**src/csm_clock_map.svh**
```systemverilog
// csm_clock_map.svh: offsets, field positions, reset values and counts of the clock mode block
// assumes inclusion by every design file that decodes registers
`ifndef CSM_CLOCK_MAP_SVH
`define CSM_CLOCK_MAP_SVH

// software register offsets on the plain register port
`define CSM_OFS_OSC_CONTROL 8'h00
`define CSM_OFS_OSC_TUNING 8'h01
`define CSM_OFS_MODE_STATUS 8'h02

// osc_control fields
`define CSM_FREQ_SEL_HI 5
`define CSM_FREQ_SEL_LO 4
`define CSM_LOCKED_BIT 3
`define CSM_STABLE_BIT 2
`define CSM_FREQ_SEL_RESET 2'h2

// osc_tuning fields
`define CSM_TUNE_HI 5
`define CSM_TUNE_RESET 6'h00

// configuration word addresses in program space
`define CSM_CFG1_ADDR 14'h2007
`define CSM_CFG2_ADDR 14'h2008
`define CSM_CFG_ERASED 16'hffff
`define CSM_CFG1_IMPL_MASK 16'h377f

// config_word_one fields
`define CSM_CFG_OSC_HI 2
`define CSM_CFG_OSC_LO 0
`define CSM_CFG_WDT_BIT 3
`define CSM_CFG_PWRT_BIT 4
`define CSM_CFG_RSTPIN_BIT 5
`define CSM_CFG_CP_BIT 6
`define CSM_CFG_BORSEL_HI 9
`define CSM_CFG_BORSEL_LO 8
`define CSM_CFG_BORLVL_BIT 10
`define CSM_CFG_MULT_BIT 12
`define CSM_CFG_DEBUG_BIT 13

// oscillator select codes
`define CSM_OSC_LP 3'h0
`define CSM_OSC_XT 3'h1
`define CSM_OSC_HS 3'h2
`define CSM_OSC_EC 3'h3
`define CSM_OSC_INTIO 3'h4
`define CSM_OSC_INTCLK 3'h5
`define CSM_OSC_RC_OSC_WITH_IO_PIN 3'h6
`define CSM_OSC_RC 3'h7

// resonator start-up count in oscillations
`define CSM_OST_COUNT 11'h400
`define CSM_CLKDIV_HALF 1'h1

`endif

```
**src/csm_pkg.sv**
```systemverilog
// csm_pkg.sv: types shared by the clock mode block
// assumes csm_clock_map.svh holds every number
package csm_pkg;
   typedef enum logic [2:0] {
      CSM_MODE_LOW_GAIN, CSM_MODE_MED_GAIN, CSM_MODE_HIGH_GAIN, CSM_MODE_EXT_CLOCK,
      CSM_MODE_INT_IO, CSM_MODE_INT_DIVIDED_CLOCK_OUTPUT, CSM_MODE_RC_IO, CSM_MODE_RC_DIVIDED_CLOCK_OUTPUT
   } csm_mode_e;
   typedef enum logic [1:0] {
      CSM_GAIN_OFF, CSM_GAIN_LOW, CSM_GAIN_MED, CSM_GAIN_HIGH
   } csm_gain_e;
   typedef enum logic [1:0] {
      CSM_OST_IDLE, CSM_OST_COUNT, CSM_OST_DONE
   } csm_ost_e;
endpackage
```
**src/csm_clock_ctrl.sv**
```systemverilog
// csm_clock_ctrl.sv: clock source mode control, oscillator control and tuning registers
// assumes reset_i is raised for every reset and cold_reset_i only with power-on or brown-out
//
// Behaviour
// RULE1 - the low-gain resonator mode drives the amplifier at its lowest gain.
// RULE2 - the medium-gain resonator mode selects the intermediate amplifier gain.
// RULE3 - the high-gain resonator mode selects the highest amplifier gain.
// RULE4 - rc mode with clock out takes the rc clock on the input pin and drives the output pin at a quarter of it.
// RULE5 - rc mode with io frees the output pin as a general purpose pin.
// RULE6 - every reset loads the frequency select with 10 and the two status bits follow the oscillator.
// RULE7 - the six-bit tuning value clears only on power-on or brown-out and its upper bits read zero.
// RULE8 - the configuration words sit at program addresses 2007h and 2008h.
// RULE9 - configuration words are reached only through the programming port, never by software.
// RULE10 - word one holds oscillator select, watchdog, power-up timer, reset pin, protect, brown-out, multiplier and debug bits, erased ones reading 1.
// RULE11 - the system clock source follows the oscillator select of word one.
// RULE12 - resonator modes hold the device in reset until 1024 oscillations after power-on or wake-up.
// RULE13 - frequency select 10 means 8 MHz with the multiplier on and 250 kHz with it off.
// RULE14 - reserved bits of the configuration word do not affect the mode decode.
`timescale 1ns/100ps
`include "csm_clock_map.svh"
module csm_clock_ctrl (
   input wire logic clock_i,
   input wire logic reset_i,
   input wire logic cold_reset_i,
   input wire logic wake_i,
   // software register port
   input wire logic [7:0] reg_addr_i,
   input wire logic [7:0] reg_wdata_i,
   input wire logic reg_wr_i,
   input wire logic reg_rd_i,
   output logic [7:0] reg_rdata_o,
   // programming port
   input wire logic prog_mode_i,
   input wire logic [13:0] prog_addr_i,
   input wire logic [15:0] prog_wdata_i,
   input wire logic prog_wr_i,
   input wire logic prog_rd_i,
   output logic [15:0] prog_rdata_o,
   // internal oscillator
   input wire logic osc_locked_i,
   input wire logic osc_stable_i,
   input wire logic intosc_clk_i,
   output logic [1:0] postscale_sel_o,
   output logic freq_multiplier_on_o,
   output logic [5:0] tuning_value_o,
   // oscillator pins
   input wire logic osc_pin_in_i,
   input wire logic osc_pin_out_i,
   output logic osc_pin_out_o,
   output logic osc_pin_out_oe_n_o,
   input wire logic gpio_out_i,
   input wire logic gpio_oe_n_i,
   output logic gpio_in_o,
   output logic osc_pin_in_gpio_o,
   // clocking and start-up
   output logic [1:0] amp_gain_o,
   output logic use_external_o,
   output logic external_from_pin_o,
   output logic device_hold_reset_o,
   output logic watchdog_on_o,
   output logic powerup_timer_on_o,
   output logic reset_pin_function_on_o,
   output logic code_protect_bit_o,
   output logic [1:0] brownout_reset_select_o,
   output logic brownout_level_select_o,
   output logic debug_on_o
);
   logic [15:0] cfg1;
   logic [2:0] osc_sel;
   csm_pkg::csm_mode_e mode;
   csm_pkg::csm_gain_e gain_d;
   csm_pkg::csm_gain_e gain_q;
   csm_pkg::csm_ost_e ost_q;
   logic [10:0] ost_cnt_q;
   logic [1:0] freq_sel_q;
   logic [5:0] tune_q;
   logic [7:0] rdata_q;
   logic [7:0] ctrl_view;
   logic [7:0] status_view;
   logic osc_in_q;
   logic osc_rise;
   logic divided_clock_output_en;
   logic divided_clock_output_src;
   logic divided_clock_output;
   logic resonator;
   logic ost_start_q;
   logic pin_drv_q;
   logic pin_oe_n_q;
   logic tune_reset;

   // words change only in a programming session or on a cold reset, so the decode never runs on a half-written word
   csm_config_store csm_config_store_i (
      .clock_i(clock_i),
      .cold_reset_i(cold_reset_i),
      .prog_mode_i(prog_mode_i),
      .prog_addr_i(prog_addr_i),
      .prog_wdata_i(prog_wdata_i),
      .prog_wr_i(prog_wr_i),
      .prog_rd_i(prog_rd_i),
      .prog_rdata_o(prog_rdata_o),
      .cfg1_o(cfg1)
   );

   // only the three select bits reach the decode
   assign osc_sel = cfg1[`CSM_CFG_OSC_HI:`CSM_CFG_OSC_LO]; // RULE14

   always_comb begin
      unique case (osc_sel) // RULE11
         `CSM_OSC_LP: mode = csm_pkg::CSM_MODE_LOW_GAIN;
         `CSM_OSC_XT: mode = csm_pkg::CSM_MODE_MED_GAIN;
         `CSM_OSC_HS: mode = csm_pkg::CSM_MODE_HIGH_GAIN;
         `CSM_OSC_EC: mode = csm_pkg::CSM_MODE_EXT_CLOCK;
         `CSM_OSC_INTIO: mode = csm_pkg::CSM_MODE_INT_IO;
         `CSM_OSC_INTCLK: mode = csm_pkg::CSM_MODE_INT_DIVIDED_CLOCK_OUTPUT;
         `CSM_OSC_RC_OSC_WITH_IO_PIN: mode = csm_pkg::CSM_MODE_RC_IO;
         `CSM_OSC_RC: mode = csm_pkg::CSM_MODE_RC_DIVIDED_CLOCK_OUTPUT;
      endcase
   end

   always_comb begin
      unique case (mode)
         csm_pkg::CSM_MODE_LOW_GAIN: gain_d = csm_pkg::CSM_GAIN_LOW; // RULE1
         csm_pkg::CSM_MODE_MED_GAIN: gain_d = csm_pkg::CSM_GAIN_MED; // RULE2
         csm_pkg::CSM_MODE_HIGH_GAIN: gain_d = csm_pkg::CSM_GAIN_HIGH; // RULE3
         default: gain_d = csm_pkg::CSM_GAIN_OFF;
      endcase
   end

   assign resonator = (mode == csm_pkg::CSM_MODE_LOW_GAIN) ||
                      (mode == csm_pkg::CSM_MODE_MED_GAIN) ||
                      (mode == csm_pkg::CSM_MODE_HIGH_GAIN);

   // gain registered so the analog amplifier never sees decode glitches
   always_ff @(posedge clock_i or posedge reset_i) begin
      if (reset_i) begin
         gain_q <= csm_pkg::CSM_GAIN_OFF;
      end else begin
         gain_q <= gain_d; // RULE1 RULE2 RULE3
      end
   end

   assign amp_gain_o = gain_q;

   // clock source selection
   always_ff @(posedge clock_i or posedge reset_i) begin
      if (reset_i) begin
         use_external_o <= 1'b0;
         external_from_pin_o <= 1'b0;
         osc_pin_in_gpio_o <= 1'b0;
      end else begin
         use_external_o <= (mode != csm_pkg::CSM_MODE_INT_IO) &&
                           (mode != csm_pkg::CSM_MODE_INT_DIVIDED_CLOCK_OUTPUT); // RULE11
         external_from_pin_o <= !resonator &&
                                (mode != csm_pkg::CSM_MODE_INT_IO) &&
                                (mode != csm_pkg::CSM_MODE_INT_DIVIDED_CLOCK_OUTPUT);
         osc_pin_in_gpio_o <= (mode == csm_pkg::CSM_MODE_INT_IO) ||
                              (mode == csm_pkg::CSM_MODE_INT_DIVIDED_CLOCK_OUTPUT);
      end
   end

   // configuration option outputs
   always_ff @(posedge clock_i or posedge reset_i) begin
      if (reset_i) begin
         watchdog_on_o <= 1'b0;
         powerup_timer_on_o <= 1'b0;
         reset_pin_function_on_o <= 1'b0;
         code_protect_bit_o <= 1'b0;
         brownout_reset_select_o <= 2'h0;
         brownout_level_select_o <= 1'b0;
         debug_on_o <= 1'b0;
         freq_multiplier_on_o <= 1'b0;
      end else begin
         watchdog_on_o <= cfg1[`CSM_CFG_WDT_BIT]; // RULE10
         powerup_timer_on_o <= cfg1[`CSM_CFG_PWRT_BIT];
         reset_pin_function_on_o <= cfg1[`CSM_CFG_RSTPIN_BIT];
         code_protect_bit_o <= cfg1[`CSM_CFG_CP_BIT];
         brownout_reset_select_o <= cfg1[`CSM_CFG_BORSEL_HI:`CSM_CFG_BORSEL_LO];
         brownout_level_select_o <= cfg1[`CSM_CFG_BORLVL_BIT];
         debug_on_o <= cfg1[`CSM_CFG_DEBUG_BIT];
         freq_multiplier_on_o <= cfg1[`CSM_CFG_MULT_BIT]; // RULE13
      end
   end

   // divided clock output from the rc or internal clock
   assign divided_clock_output_en = (mode == csm_pkg::CSM_MODE_RC_DIVIDED_CLOCK_OUTPUT) ||
                      (mode == csm_pkg::CSM_MODE_INT_DIVIDED_CLOCK_OUTPUT);
   assign divided_clock_output_src = (mode == csm_pkg::CSM_MODE_RC_DIVIDED_CLOCK_OUTPUT) ? osc_pin_in_i : intosc_clk_i; // RULE4

   // the divider sees the pin level, so the rc clock must stay well below clock_i
   csm_divided_clock_output_div csm_divided_clock_output_div_i (
      .clock_i(clock_i),
      .reset_i(reset_i),
      .enable_i(divided_clock_output_en),
      .src_i(divided_clock_output_src),
      .div_o(divided_clock_output)
   );

   // output pin: divided clock, freed gpio, or left to the resonator
   always_ff @(posedge clock_i or posedge reset_i) begin
      if (reset_i) begin
         pin_drv_q <= 1'b0;
         pin_oe_n_q <= 1'b1;
      end else if (divided_clock_output_en) begin
         pin_drv_q <= divided_clock_output; // RULE4
         pin_oe_n_q <= 1'b0;
      end else if ((mode == csm_pkg::CSM_MODE_RC_IO) ||
                   (mode == csm_pkg::CSM_MODE_EXT_CLOCK) ||
                   (mode == csm_pkg::CSM_MODE_INT_IO)) begin
         pin_drv_q <= gpio_out_i; // RULE5
         pin_oe_n_q <= gpio_oe_n_i;
      end else begin
         pin_drv_q <= 1'b0;
         pin_oe_n_q <= 1'b1;
      end
   end

   assign osc_pin_out_o = pin_drv_q;
   assign osc_pin_out_oe_n_o = pin_oe_n_q;

   // the pin reads back as gpio input whatever drives it
   always_ff @(posedge clock_i or posedge reset_i) begin
      if (reset_i) begin
         gpio_in_o <= 1'b0;
      end else begin
         gpio_in_o <= osc_pin_out_i; // RULE5
      end
   end

   // resonator start-up: count oscillations on the input pin
   always_ff @(posedge clock_i or posedge reset_i) begin
      if (reset_i) begin
         osc_in_q <= 1'b0;
         ost_start_q <= 1'b1;
      end else begin
         osc_in_q <= osc_pin_in_i;
         ost_start_q <= wake_i;
      end
   end

   assign osc_rise = osc_pin_in_i && !osc_in_q;

   // a start follows reset release or a wake pulse; a wake restarts the count only once start-up is done, and is ignored while counting
   always_ff @(posedge clock_i or posedge reset_i) begin
      if (reset_i) begin
         ost_q <= csm_pkg::CSM_OST_IDLE;
         ost_cnt_q <= 11'h000;
      end else begin
         unique case (ost_q)
            csm_pkg::CSM_OST_IDLE: begin
               ost_cnt_q <= 11'h000;
               if (ost_start_q && resonator) begin
                  ost_q <= csm_pkg::CSM_OST_COUNT; // RULE12
               end else if (ost_start_q) begin
                  ost_q <= csm_pkg::CSM_OST_DONE;
               end
            end
            csm_pkg::CSM_OST_COUNT: begin
               if (!resonator) begin
                  ost_q <= csm_pkg::CSM_OST_DONE;
               end else if (osc_rise) begin
                  ost_cnt_q <= ost_cnt_q + 11'h001;
                  if (ost_cnt_q == `CSM_OST_COUNT - 11'h001) begin
                     ost_q <= csm_pkg::CSM_OST_DONE; // RULE12
                  end
               end
            end
            csm_pkg::CSM_OST_DONE: begin
               if (wake_i) begin
                  ost_q <= csm_pkg::CSM_OST_IDLE;
               end
            end
            default: ost_q <= csm_pkg::CSM_OST_IDLE;
         endcase
      end
   end

   assign device_hold_reset_o = (ost_q != csm_pkg::CSM_OST_DONE); // RULE12

   // frequency select: every reset returns it to the default
   always_ff @(posedge clock_i or posedge reset_i) begin
      if (reset_i) begin
         freq_sel_q <= `CSM_FREQ_SEL_RESET; // RULE6
      end else if (reg_wr_i && reg_addr_i == `CSM_OFS_OSC_CONTROL) begin
         freq_sel_q <= reg_wdata_i[`CSM_FREQ_SEL_HI:`CSM_FREQ_SEL_LO];
      end
   end

   // 10 maps to divide by two of either base: 8 MHz or 250 kHz
   assign postscale_sel_o = 2'h3 - freq_sel_q; // RULE13

   // tuning keeps its value across warm resets, so only the cold reset clears it
   assign tune_reset = cold_reset_i;

   always_ff @(posedge clock_i or posedge tune_reset) begin
      if (tune_reset) begin
         tune_q <= `CSM_TUNE_RESET; // RULE7
      end else if (!reset_i && reg_wr_i && reg_addr_i == `CSM_OFS_OSC_TUNING) begin
         tune_q <= reg_wdata_i[`CSM_TUNE_HI:0];
      end
   end

   assign tuning_value_o = tune_q;

   // read views; unimplemented bits read zero
   always_comb begin
      ctrl_view = 8'h00;
      ctrl_view[`CSM_FREQ_SEL_HI:`CSM_FREQ_SEL_LO] = freq_sel_q;
      ctrl_view[`CSM_LOCKED_BIT] = osc_locked_i; // RULE6
      ctrl_view[`CSM_STABLE_BIT] = osc_stable_i; // RULE6
   end

   assign status_view = {device_hold_reset_o, 2'h0, gain_q, osc_sel};

   // registers are read one cycle after the strobe; config words never appear here
   always_ff @(posedge clock_i or posedge reset_i) begin
      if (reset_i) begin
         rdata_q <= 8'h00;
      end else if (reg_rd_i) begin
         unique case (reg_addr_i)
            `CSM_OFS_OSC_CONTROL: rdata_q <= ctrl_view;
            `CSM_OFS_OSC_TUNING: rdata_q <= {2'h0, tune_q}; // RULE7
            `CSM_OFS_MODE_STATUS: rdata_q <= status_view;
            default: rdata_q <= 8'h00; // RULE9
         endcase
      end else begin
         rdata_q <= 8'h00;
      end
   end

   assign reg_rdata_o = rdata_q;
endmodule // csm_clock_ctrl

```
**src/csm_config_store.sv**
```systemverilog
// csm_config_store.sv: the two configuration words, reached only by the programming port
// assumes a cold reset stands for an unprogrammed part, so words come up erased
`timescale 1ns/100ps
`include "csm_clock_map.svh"
module csm_config_store (
   input wire logic clock_i,
   input wire logic cold_reset_i,
   input wire logic prog_mode_i,
   input wire logic [13:0] prog_addr_i,
   input wire logic [15:0] prog_wdata_i,
   input wire logic prog_wr_i,
   input wire logic prog_rd_i,
   output logic [15:0] prog_rdata_o,
   output logic [15:0] cfg1_o
);
   logic [15:0] cfg1_q;
   logic [15:0] cfg2_q;
   logic [15:0] rdata_q;

   // unimplemented bits of word one always read as erased
   assign cfg1_o = cfg1_q | ~`CSM_CFG1_IMPL_MASK; // RULE10
   assign prog_rdata_o = rdata_q;

   always_ff @(posedge clock_i or posedge cold_reset_i) begin
      if (cold_reset_i) begin
         cfg1_q <= `CSM_CFG_ERASED;
         cfg2_q <= `CSM_CFG_ERASED;
      end else if (prog_mode_i && prog_wr_i) begin // RULE9
         if (prog_addr_i == `CSM_CFG1_ADDR) begin // RULE8
            cfg1_q <= prog_wdata_i & `CSM_CFG1_IMPL_MASK | ~`CSM_CFG1_IMPL_MASK;
         end
         if (prog_addr_i == `CSM_CFG2_ADDR) begin // RULE8
            cfg2_q <= prog_wdata_i;
         end
      end
   end

   always_ff @(posedge clock_i or posedge cold_reset_i) begin
      if (cold_reset_i) begin
         rdata_q <= 16'h0000;
      end else if (prog_mode_i && prog_rd_i) begin // RULE9
         if (prog_addr_i == `CSM_CFG1_ADDR) begin
            rdata_q <= cfg1_o;
         end else if (prog_addr_i == `CSM_CFG2_ADDR) begin
            rdata_q <= cfg2_q;
         end else begin
            rdata_q <= 16'h0000;
         end
      end else begin
         rdata_q <= 16'h0000;
      end
   end
endmodule // csm_config_store

```
**src/csm_divided_clock_output_div.sv**
```systemverilog
// csm_divided_clock_output_div.sv: divides a sampled oscillator level by four
// assumes the source level is synchronous to clock_i and far slower than it
`timescale 1ns/100ps
`include "csm_clock_map.svh"
module csm_divided_clock_output_div (
   input wire logic clock_i,
   input wire logic reset_i,
   input wire logic enable_i,
   input wire logic src_i,
   output logic div_o
);
   logic src_q;
   logic half_q;
   logic div_q;
   logic rise;

   assign rise = src_i && !src_q;
   assign div_o = div_q;

   always_ff @(posedge clock_i or posedge reset_i) begin
      if (reset_i) begin
         src_q <= 1'b0;
      end else begin
         src_q <= src_i;
      end
   end

   // two source rises per output half period gives divide by four
   always_ff @(posedge clock_i or posedge reset_i) begin
      if (reset_i) begin
         half_q <= 1'b0;
         div_q <= 1'b0;
      end else if (!enable_i) begin
         half_q <= 1'b0;
         div_q <= 1'b0;
      end else if (rise) begin
         half_q <= ~half_q;
         if (half_q == `CSM_CLKDIV_HALF) begin
            div_q <= ~div_q;
         end
      end
   end
endmodule // csm_divided_clock_output_div

```
**config.mk**
```make
export PLATFORM = sky130hd
export DESIGN_NAME = csm_clock_ctrl
export DESIGN_NICKNAME = d
export VERILOG_FILES = /design/src/csm_pkg.sv /design/src/csm_clock_ctrl.sv /design/src/csm_config_store.sv /design/src/csm_divided_clock_output_div.sv
export VERILOG_INCLUDE_DIRS = /design/src
export SDC_FILE = /design/constraint.sdc
export NUM_CORES = 1
export LEC_CHECK = 0
export ABC_AREA = 1
export BUFFER_PORTS_ARGS = -buffer_cell sky130_fd_sc_hd__clkbuf_2
export CORE_ASPECT_RATIO = 1.75
export CORE_MARGIN = 4
export CORE_UTILIZATION = 40
export DETAILED_ROUTE_END_ITERATION = 10
export GPL_TIMING_DRIVEN = 0
export PLACE_DENSITY = 0.62
export SETUP_SLACK_MARGIN = 0.1
export SYNTH_ARGS = -nofsm -noshare
export SYNTH_HDL_FRONTEND = slang
export SYNTH_SLANG_ARGS = --single-unit
```
**constraint.sdc**
```tcl
create_clock -name clock_i -period 4.49 [get_ports clock_i]
set_clock_uncertainty 0.15 [all_clocks]
set_input_delay 0.2245 -clock clock_i [delete_from_list [all_inputs] [get_ports clock_i]]
set_output_delay 0.2245 -clock clock_i [all_outputs]
set_load 0.01 [all_outputs]
```
; Yosys cells after proc, flatten, opt, wreduce, memory -nomap -nowiden
; Memory sizes are Yosys's and may differ from the RTL's.
; Index checks and enable logic that the tools add are counted.
; W data, S select, Z words.
[word_totals]
register_bits = 95
rom_bits = 24
inputBits = 62
output_inout_bits = 50
memories = 1
[op_classes]
addsub = 2
eq_ne = 25
mux = 26
bitwise = 2
reduce_logical = 30
[memory_table]
columns = memory, depth, word_bits, rd, rd_ports_with_merged_regs, write_ports, line_no
row1 = (no name shown), 8, 3, 1, 0, 0, csm_clock_ctrl.sv:108  ; unique case (osc_sel)
[op_table]
columns = cell, count
row1 = $mux W16, 3
row2 = $eq A14 B14 Y1 const B, 2
row3 = $pmux W8 S3, 1
row4 = $mux W11, 2
row5 = $pmux W11 S2, 1
row6 = $ne A3 B3 Y1 const B, 5
row7 = $eq A3 B3 Y1 const B, 4
row8 = $mux W2, 6
row9 = $ne A2 B2 Y1 const B, 6
row10 = $pmux W2 S3, 2
row11 = $add A11 B1 Y11 const B, 1
row12 = $eq A11 B10 Y1 const B, 1
row13 = $logic_and A1 B1 Y1, 11
row14 = $mux W1, 10
row15 = $eq A8 B1 Y1 const B, 1
row16 = $eq A8 B2 Y1 const B, 1
row17 = $logic_not A8 Y1, 1
row18 = $mux W8, 1
row19 = $eq A3 B2 Y1 const B, 2
row20 = $logic_or A1 B1 Y1, 6
row21 = $reduce_and A2 Y1, 3
row22 = $logic_not A1 Y1, 4
row23 = $reduce_and A4 Y1, 1
row24 = $eq A3 B1 Y1 const B, 1
row25 = 8 further kinds, 9

; Depth between registers and ports, before layout
; Gate-level depths: netlist (run 1).
; An unclocked memory read counts as a cell.
[depth]
depth_word = 7
mapped_depth = 9

; Cells and area by module
; Synthesis (run 1) repeated with hierarchy kept, for this count alone.
[unflattened]
cells_unflattened = 515
area_unflattened_um2 = 4480.5
[by_module_without_submodules]
columns = mod, instances, cells_per_inst, area_each_um2
row1 = csm_clock_ctrl, 1, 259, 2277.2
row2 = csm_config_store, 1, 242, 2073.2
row3 = csm_divided_clock_output_div, 1, 14, 130.1

; Worst setup path after synthesis (run 1)
; Ideal clock, no wire load.
[synth_timing]
path_kind = input port to flip-flop
from = input reset_i
to = register tune_q[0] (netlist: tuning_value_o[0])
arrival_ns = 1.665
required_ns = 4.222
slack_ns = 2.557
path_stages = 5
cell_sequence = inv_1 > nand3_2 > buf_6 > nand2_1 > o21ai_2
[synth_between]
elab_chain_len = 3
[synth_lines]
columns = element, line_no
row1 = from (decl), csm_clock_ctrl.sv:23  ; input wire logic reset_i,
row2 = $logic_not A1 Y1 (no line), n/a
row3 = $logic_and A1 B1 Y1, csm_clock_ctrl.sv:297  ; end else if (!reset_i && reg_wr_i && reg_addr_i == `CSM_OFS_OSC_TUNING) begin
row4 = $logic_and A1 B1 Y1 (no line), n/a
row5 = to (signal assigned), csm_clock_ctrl.sv:296  ; tune_q <= `CSM_TUNE_RESET;
row6 = to (signal assigned), csm_clock_ctrl.sv:298  ; tune_q <= reg_wdata_i[`CSM_TUNE_HI:0];
row7 = to (decl), csm_clock_ctrl.sv:76  ; logic [5:0] tune_q;
; Every way passes these cells.
; A chain may end at the register's enable or synchronous reset.

; Final worst setup path (run 1)
[layout_timing]
from = register ost_cnt_q[0]
to = register ost_q[0]
[layout_between]
elab_chain_len = 3
[layout_lines]
columns = element, line_no
row1 = from (decl), csm_clock_ctrl.sv:74  ; logic [10:0] ost_cnt_q;
row2 = from (signal assigned), csm_clock_ctrl.sv:261  ; ost_cnt_q <= ost_cnt_q + 11'h001;
row3 = $eq A11 B10 Y1, csm_clock_ctrl.sv:262  ; if (ost_cnt_q == `CSM_OST_COUNT - 11'h001) begin
row4 = $ne A3 B3 Y1 (no line), n/a
row5 = $reduce_and A4 Y1 (no line), n/a
row6 = to (signal assigned), csm_clock_ctrl.sv:259  ; ost_q <= csm_pkg::CSM_OST_DONE;
row7 = to (signal assigned), csm_clock_ctrl.sv:263  ; ost_q <= csm_pkg::CSM_OST_DONE;
row8 = to (signal assigned), csm_clock_ctrl.sv:269  ; ost_q <= csm_pkg::CSM_OST_IDLE;
row9 = to (decl), csm_clock_ctrl.sv:73  ; csm_pkg::csm_ost_e ost_q;
; Every way passes these cells.

==> flow_summary.toml, run 1 <==
[status]
outcome = "completed"

[global_routing]
grt_max_degree = 43
grt_pass1_wl_um = 17530
grtUsageTotal_pct = 18.07
grt_overflow_total = 0
grt_pass1_vias = 3735
antenna_found_initial = 0

[worst_hold_path]
hold_class = "input pin to flop"

[synth]
synth_edf_count = 0
seq_area_frac_synth_pct = 56.11
yosys.area.top_type = "dfrtp_1"
synthCells = 463
synth_area_leaders = "dfrtp_1 37%, dfstp_2 19%, nand2_1 9.2%, nand3_1 6.8%, o21ai_2 5.3%"
synthMostInstantiatedCell = "nand2_1"
async_flop_share_pct = 100.0
ys_ff_latch = 94
synth_nets = 526
ys.flop_type = "dfrtp_1"
synth_top_area_share_pct = 36.99
synth_commonest_cells = "104 x nand2_1, 63 x dfrtp_1, 58 x nand3_1, 55 x inv_1, 33 x nor2_1"
yosysWarnings = 0
yosys.cell_types.count = 31
syn_avg_cell_area_um2 = 9.204
netlist_area_mm2 = 0.004262

[worst_setup_path]
path_class = "flop to flop"
arrival_ns = 1.82
critical_path.max_fanout = 5
r2r-start = "ost_cnt_q[0]"
crit_start = "ost_cnt_q[0]"
cp-start-kind = "flop"
endpoint_kind = "flop"
r2r_setup_slack_ns = 2.76
crit_path_end = "ost_q[0]"
r2r_end = "ost_q[0]"
reg2reg_depth = 8
crit_required_ns = 4.58

[power]
p_leak_uw = 0.002750
power_density_mw_per_mm2 = 341.8
irDropWorstVdd_mv = 0.2147

[clocking]
clk_pin_slew_ns = 0.07
ctsHoldBuffers = 30
clk_latency_ns = 0.35
tritoncts = "yes"
cts_root_buffer = "clkbuf_16"
cts-buffers-inserted = 9
ctsResizeCount = 0
post-cts-setup-buffers = 0
htreeDepth = 3
clock_path_buffers = 2
clock_sinks = 94

[final_layout]
nets = 677
diodes = 0
area_delta_synth_final_pct = 31.21
fin_area_mm2 = 0.005592
layout-drive-gt1-share_pct = 35.86
utilization_pct = 53.97

[placement]
dp_hpwl_um = 7956
place_congestion = 0.8649
dpl_cell_area_mm2 = 0.005001
io_buffers = 108

[routing]
ant_nets = 0
first_pass_iters = 4
vias = 3671
drc_errors = 0
viasPerCell = 4.921
drt-total-wl_um = 10540
wl_per_cell_um = 14.12
drt_iter0_drc = 184

[die]
coreArea_mm2 = 0.01036
die_w_um = 86.03
die_y_um = 144.5
num_io_pins = 112
initial_core_util_pct = 41.13
dieArea_mm2 = 0.01243
rows = 49

[timing]
fin_hold_ws_ns = 0.03422
fmax_ghz = 0.5786
finalCritPeriodShare_pct = 38.49
finalHoldViolations = 0
finalSetupTns_ns = 0
drv_slew = 0
setup_viol = 0
fin_crit_ns = 1.728
rsz0062_at_grt = "false"

[job]
cap_violations = 0
[flip-flops by register name, indices dropped and copies added (netlist names), 2 cells and up]
name                             count
csm_config_store_i.cfg2_q           16
csm_config_store_i.prog_rdata_o     16
csm_config_store_i.cfg1_q           12
ost_cnt_q                           11
reg_rdata_o                          7
tuning_value_o                       6
amp_gain_o                           2
brownout_reset_select_o              2
freq_sel_q                           2
ost_q                                2
[per-stage QoR]
step                std cells  setup WS [ns]  power, uW
detailed placement        700          2.765       1162
global placement          698          1.974       1150
CTS                       746          2.738       1929
finish                    746          2.762       1911
floorplan                 463          2.557       1071
global route              746          2.590       1996
[worst min-delay path by stage]
| stage | from | slack, ns | depth (start not counted) | endpoint |
|---|---|---|---|---|
| after floorplan | wake_i | 0.08 | 0 | ost_start_q |
| after global placement | wake_i | 0.18 | 1 | ost_start_q |
| after detailed placement | reset_i | -0.02 | 2 | reg_rdata_o[7] |
| after CTS | intosc_clk_i | 0.02 | 3 | csm_divided_clock_output_div_i.src_q |
| after global routing | intosc_clk_i | 0.06 | 3 | csm_divided_clock_output_div_i.src_q |
| final | intosc_clk_i | 0.03 | 3 | csm_divided_clock_output_div_i.src_q |
[power breakdown]
group	switching, uW	internal, uW
clock network	357	389
logic	174	101
registers	20.0	871
[worst max-delay path, stage by stage, from the launching register on]
cell and delay [ns]:
dfrtp_1 0.40, ha_1 0.27, nand3_1 0.16, nor2_1 0.28, nand3_1 0.13, nand2_1 0.08
nand2_1 0.06, nand2_1 0.06, nand2_1 0.04
[cell type report]
cell class                      instances  area, um^2
Fill cell                             967        4770
Multi-Input combinational cell        293        1506
Timing Repair Buffer                  140       880.8
Clock inverter                          7       65.06
Tap cell                              127       158.9
Buffer                                 15       132.6
Inverter                               61       231.5
Sequential cell                        94        2391
Clock buffer                            9       225.2
[cells in the final DEF (no fill, tap or decap), types with 9 or more instances in the layout]
cell	instances
clkbuf_16	9
clkbuf_2	108
nand2_1	104
nor2_1	33
nand4_1	9
o21ai_2	26
dlygate4sd3_1	30
a21oi_1	19
buf_6	9
o21ai_1	11
dfrtp_1	63
inv_1	53
nand3_1	58
dfstp_2	31
[metal layers]
metal | part of all wire, % | track usage [%] | vias to the layer above | wire [um]
met3 | 4.0 | 2.965 | 32 | 422
met2 | 55 | 33.71 | 100 | 5826
met5 | 0 | 0 | - | 0
met1 | 37 | 18.64 | 1751 | 3874
li1 | - | - | 1788 | -
met4 | 3.9 | 10.43 | 0 | 414
[cells by family (layout without fill, tap and decap cells)]
kind of cell	after synthesis	in the layout	synth area share, %
simple gates	223	223	24.37
flops	94	94	56.11
buf+inv	76	232	8.544
compound gates	67	67	10.39
fa+ha+maj	1	1	0.2936
other cells	1	1	0.08800
xor+xnor	1	1	0.2056
No activity file was read; power rests on OpenSTA's default activity.
==> run 2: changes to the inputs <==
- clock period: 4.49 -> 1.7 ns (I/O delays scaled with it)
==> run 2 against run 1 <==
- routed wire length is 7.1% higher
- critical path depth grew 1
- non-clock buffer count grew 20
- combinational power rose to 3.3 times the previous value
- core utilization grew 2.6 points
- register-to-register slack got worse by 2.6 ns
- critical path type unchanged
- critical endpoint is now ost_cnt_q[6]
- largest power group unchanged
- highest routed layer unchanged
==> flow_summary.toml, run 2 (synthesis gave the netlist of run 1 again) <==
[power]
p_seq_share_pct = 45.1
internal_power_uw = 3825
p_leak_uw = 0.002877
power_density_mw_per_mm2 = 897.5
switching_share_pct = 27.34
irDropWorstVdd_mv = 0.5698
p_comb_share_pct = 17.1
p_switching_uw = 1439
power_frac_clock_pct = 37.8
power_uw = 5263

[timing]
worst_pin_slew_ns = 1.076
slew-limit-headroom_pct = 28.24
rsz0062_at_grt = "true"
finalCritPeriodShare_pct = 92.16
drv_slew = 0
fmax_ghz = 0.6382
finalHoldViolations = 0
setup_viol = 0
fin_crit_ns = 1.567

[clocking]
clock_sinks = 94
tritoncts = "yes"
clk_pin_slew_ns = 0.06
htreeDepth = 3
cts-buffers-inserted = 9
cts_root_buffer = "clkbuf_16"
clock_path_buffers = 2
clk_latency_ns = 0.34

[routing]
wl_per_cell_um = 14.71
viasPerCell = 4.845
drc_errors = 0
drt-total-wl_um = 11280
ant_nets = 0
drt_iter0_drc = 176
vias = 3716
first_pass_iters = 4

[final_layout]
diodes = 0
layout-drive-gt1-share_pct = 37.34
nets = 698
layout_commonest_cell = "clkbuf_2"
fin_area_mm2 = 0.005864
mostFrequentLayoutCells = "108 x clkbuf_2, 102 x nand2_1, 63 x dfrtp_1"
area_delta_synth_final_pct = 37.61
fillerInstances = 937

[worst_setup_path]
cp_slowest_cell = "dfstp_2"
path_class = "flop to flop"
reg2reg_depth = 9
path_cells = "buf_6 -> nand2_4 -> nand2_4 -> inv_4 -> nand2_4 -> nand2_8 -> buf_8 -> a21oi_4 -> nor2_2"
critical_path.max_fanout = 6
cp-start-kind = "flop"
r2r-start = "csm_config_store_i.cfg1_q[1]"
worst_path_largest_cell_delay_ns = 0.52
critPathMostFrequentCell = "nand2_4"
r2r_setup_slack_ns = 0.13
crit_required_ns = 1.78
r2r_end = "ost_cnt_q[6]"
endpoint_kind = "flop"
arrival_ns = 1.65

[worst_hold_path]
holdPathEnd = "csm_config_store_i.prog_rdata_o[15]"
min_from = "prog_mode_i"
holdPathStages = 3
hold_class = "input pin to flop"

[die]
die_w_um = 86.03
coreArea_mm2 = 0.01036
rows = 49
dieArea_mm2 = 0.01243
die_y_um = 144.5
num_io_pins = 112
initial_core_util_pct = 41.13

[global_routing]
grt_pass1_wl_um = 18280
grtUsageTotal_pct = 18.95
grt_overflow_total = 0
grt_pass1_vias = 3891
antenna_found_initial = 0
grt_max_degree = 44

[job]
cap_violations = 0

[placement]
dpl_cell_area_mm2 = 0.004985
place_congestion = 0.8335
dp_hpwl_um = 7887
io_buffers = 108

[status]
outcome = "completed"
-- run 2: worst max-delay path: cells and delay by family, from the launching register on --
family                 cells  cell delay [ns]
flip-flops                 1             0.52
buffers and inverters      3             0.30
AND/OR/NAND/NOR            5             0.36
AO/OA/AOI/OAI              1             0.14
-- run 2: how the worst max path moves through the flow --
stage / start / endpoint / slack (ns) / cells after the start
floorplan: reset_i / tuning_value_o[2] / 0.22 / 5
global placement: cold_reset_i / csm_config_store_i.prog_rdata_o[9] / -0.32 / 2
detailed placement: reset_i / tuning_value_o[5] / -0.32 / 6
CTS: csm_config_store_i.cfg1_q[1] / ost_cnt_q[6] / 0.10 / 9
global route: csm_config_store_i.cfg1_q[1] / ost_cnt_q[6] / 0.06 / 9
finish: csm_config_store_i.cfg1_q[1] / ost_cnt_q[6] / 0.13 / 9
-- run 2: through the flow --
| step | cells | worst slack (ns) | hold WS [ns] | util (%) | TNS [ns] |
|---|---|---|---|---|---|
| after floorplan | 463 | 0.2171 | -0.06052 | - | 0 |
| after global placement | 698 | -0.3166 | 0.03943 | 47.92 | -8.353 |
| after detailed placement | 699 | -0.3193 | -0.1582 | 48.11 | -1.835 |
| after CTS | 758 | 0.1014 | 0.003077 | 55.17 | 0 |
| after global routing | 767 | 0.05599 | 0.008877 | 56.60 | 0 |
| final | 767 | 0.1332 | 0.01579 | 56.60 | 0 |
-- run 2: power by group through the flow --
stage / logic (uW) / registers, uW / clock network [uW]
after floorplan: 449 / 2380 / 0
after CTS: 760 / 2360 / 2050
after detailed placement: 674 / 2390 / 0
final: 900 / 2370 / 1990
after global routing: 1000 / 2380 / 2150
after global placement: 649 / 2390 / 0
-- run 2: final cells by class --
| type | instances | area (um^2) | area share (%) |
|---|---|---|---|
| Timing Repair inverter | 1 | 5.005 | 0.08534 |
| Clock buffer | 9 | 225.2 | 3.840 |
| Inverter | 61 | 235.2 | 4.011 |
| Clock inverter | 7 | 73.82 | 1.259 |
| Buffer | 15 | 136.4 | 2.326 |
| Timing Repair Buffer | 160 | 1069 | 18.22 |
| Tap cell | 127 | 158.9 | 2.710 |
| Sequential cell | 94 | 2391 | 40.77 |
| Multi-Input combinational cell | 293 | 1570 | 26.78 |
-- run 2: what timing repair did --
action	CTS	global route
buffers inserted	0	8
pin swaps	0	3
gates resized for setup	3	14
endpoints found under the setup margin	9	36
hold buffers	42	0
cloned	1	1
endpoints found under the hold margin	118	0
-- run 2: per-layer routing --
metal	vias to the layer above	wire (um)	track usage (%)
met3	25	454	3.307
met2	110	6351	35.91
met5	-	0	0
met1	1753	4146	19.92
li1	1828	-	-
met4	0	326	8.674
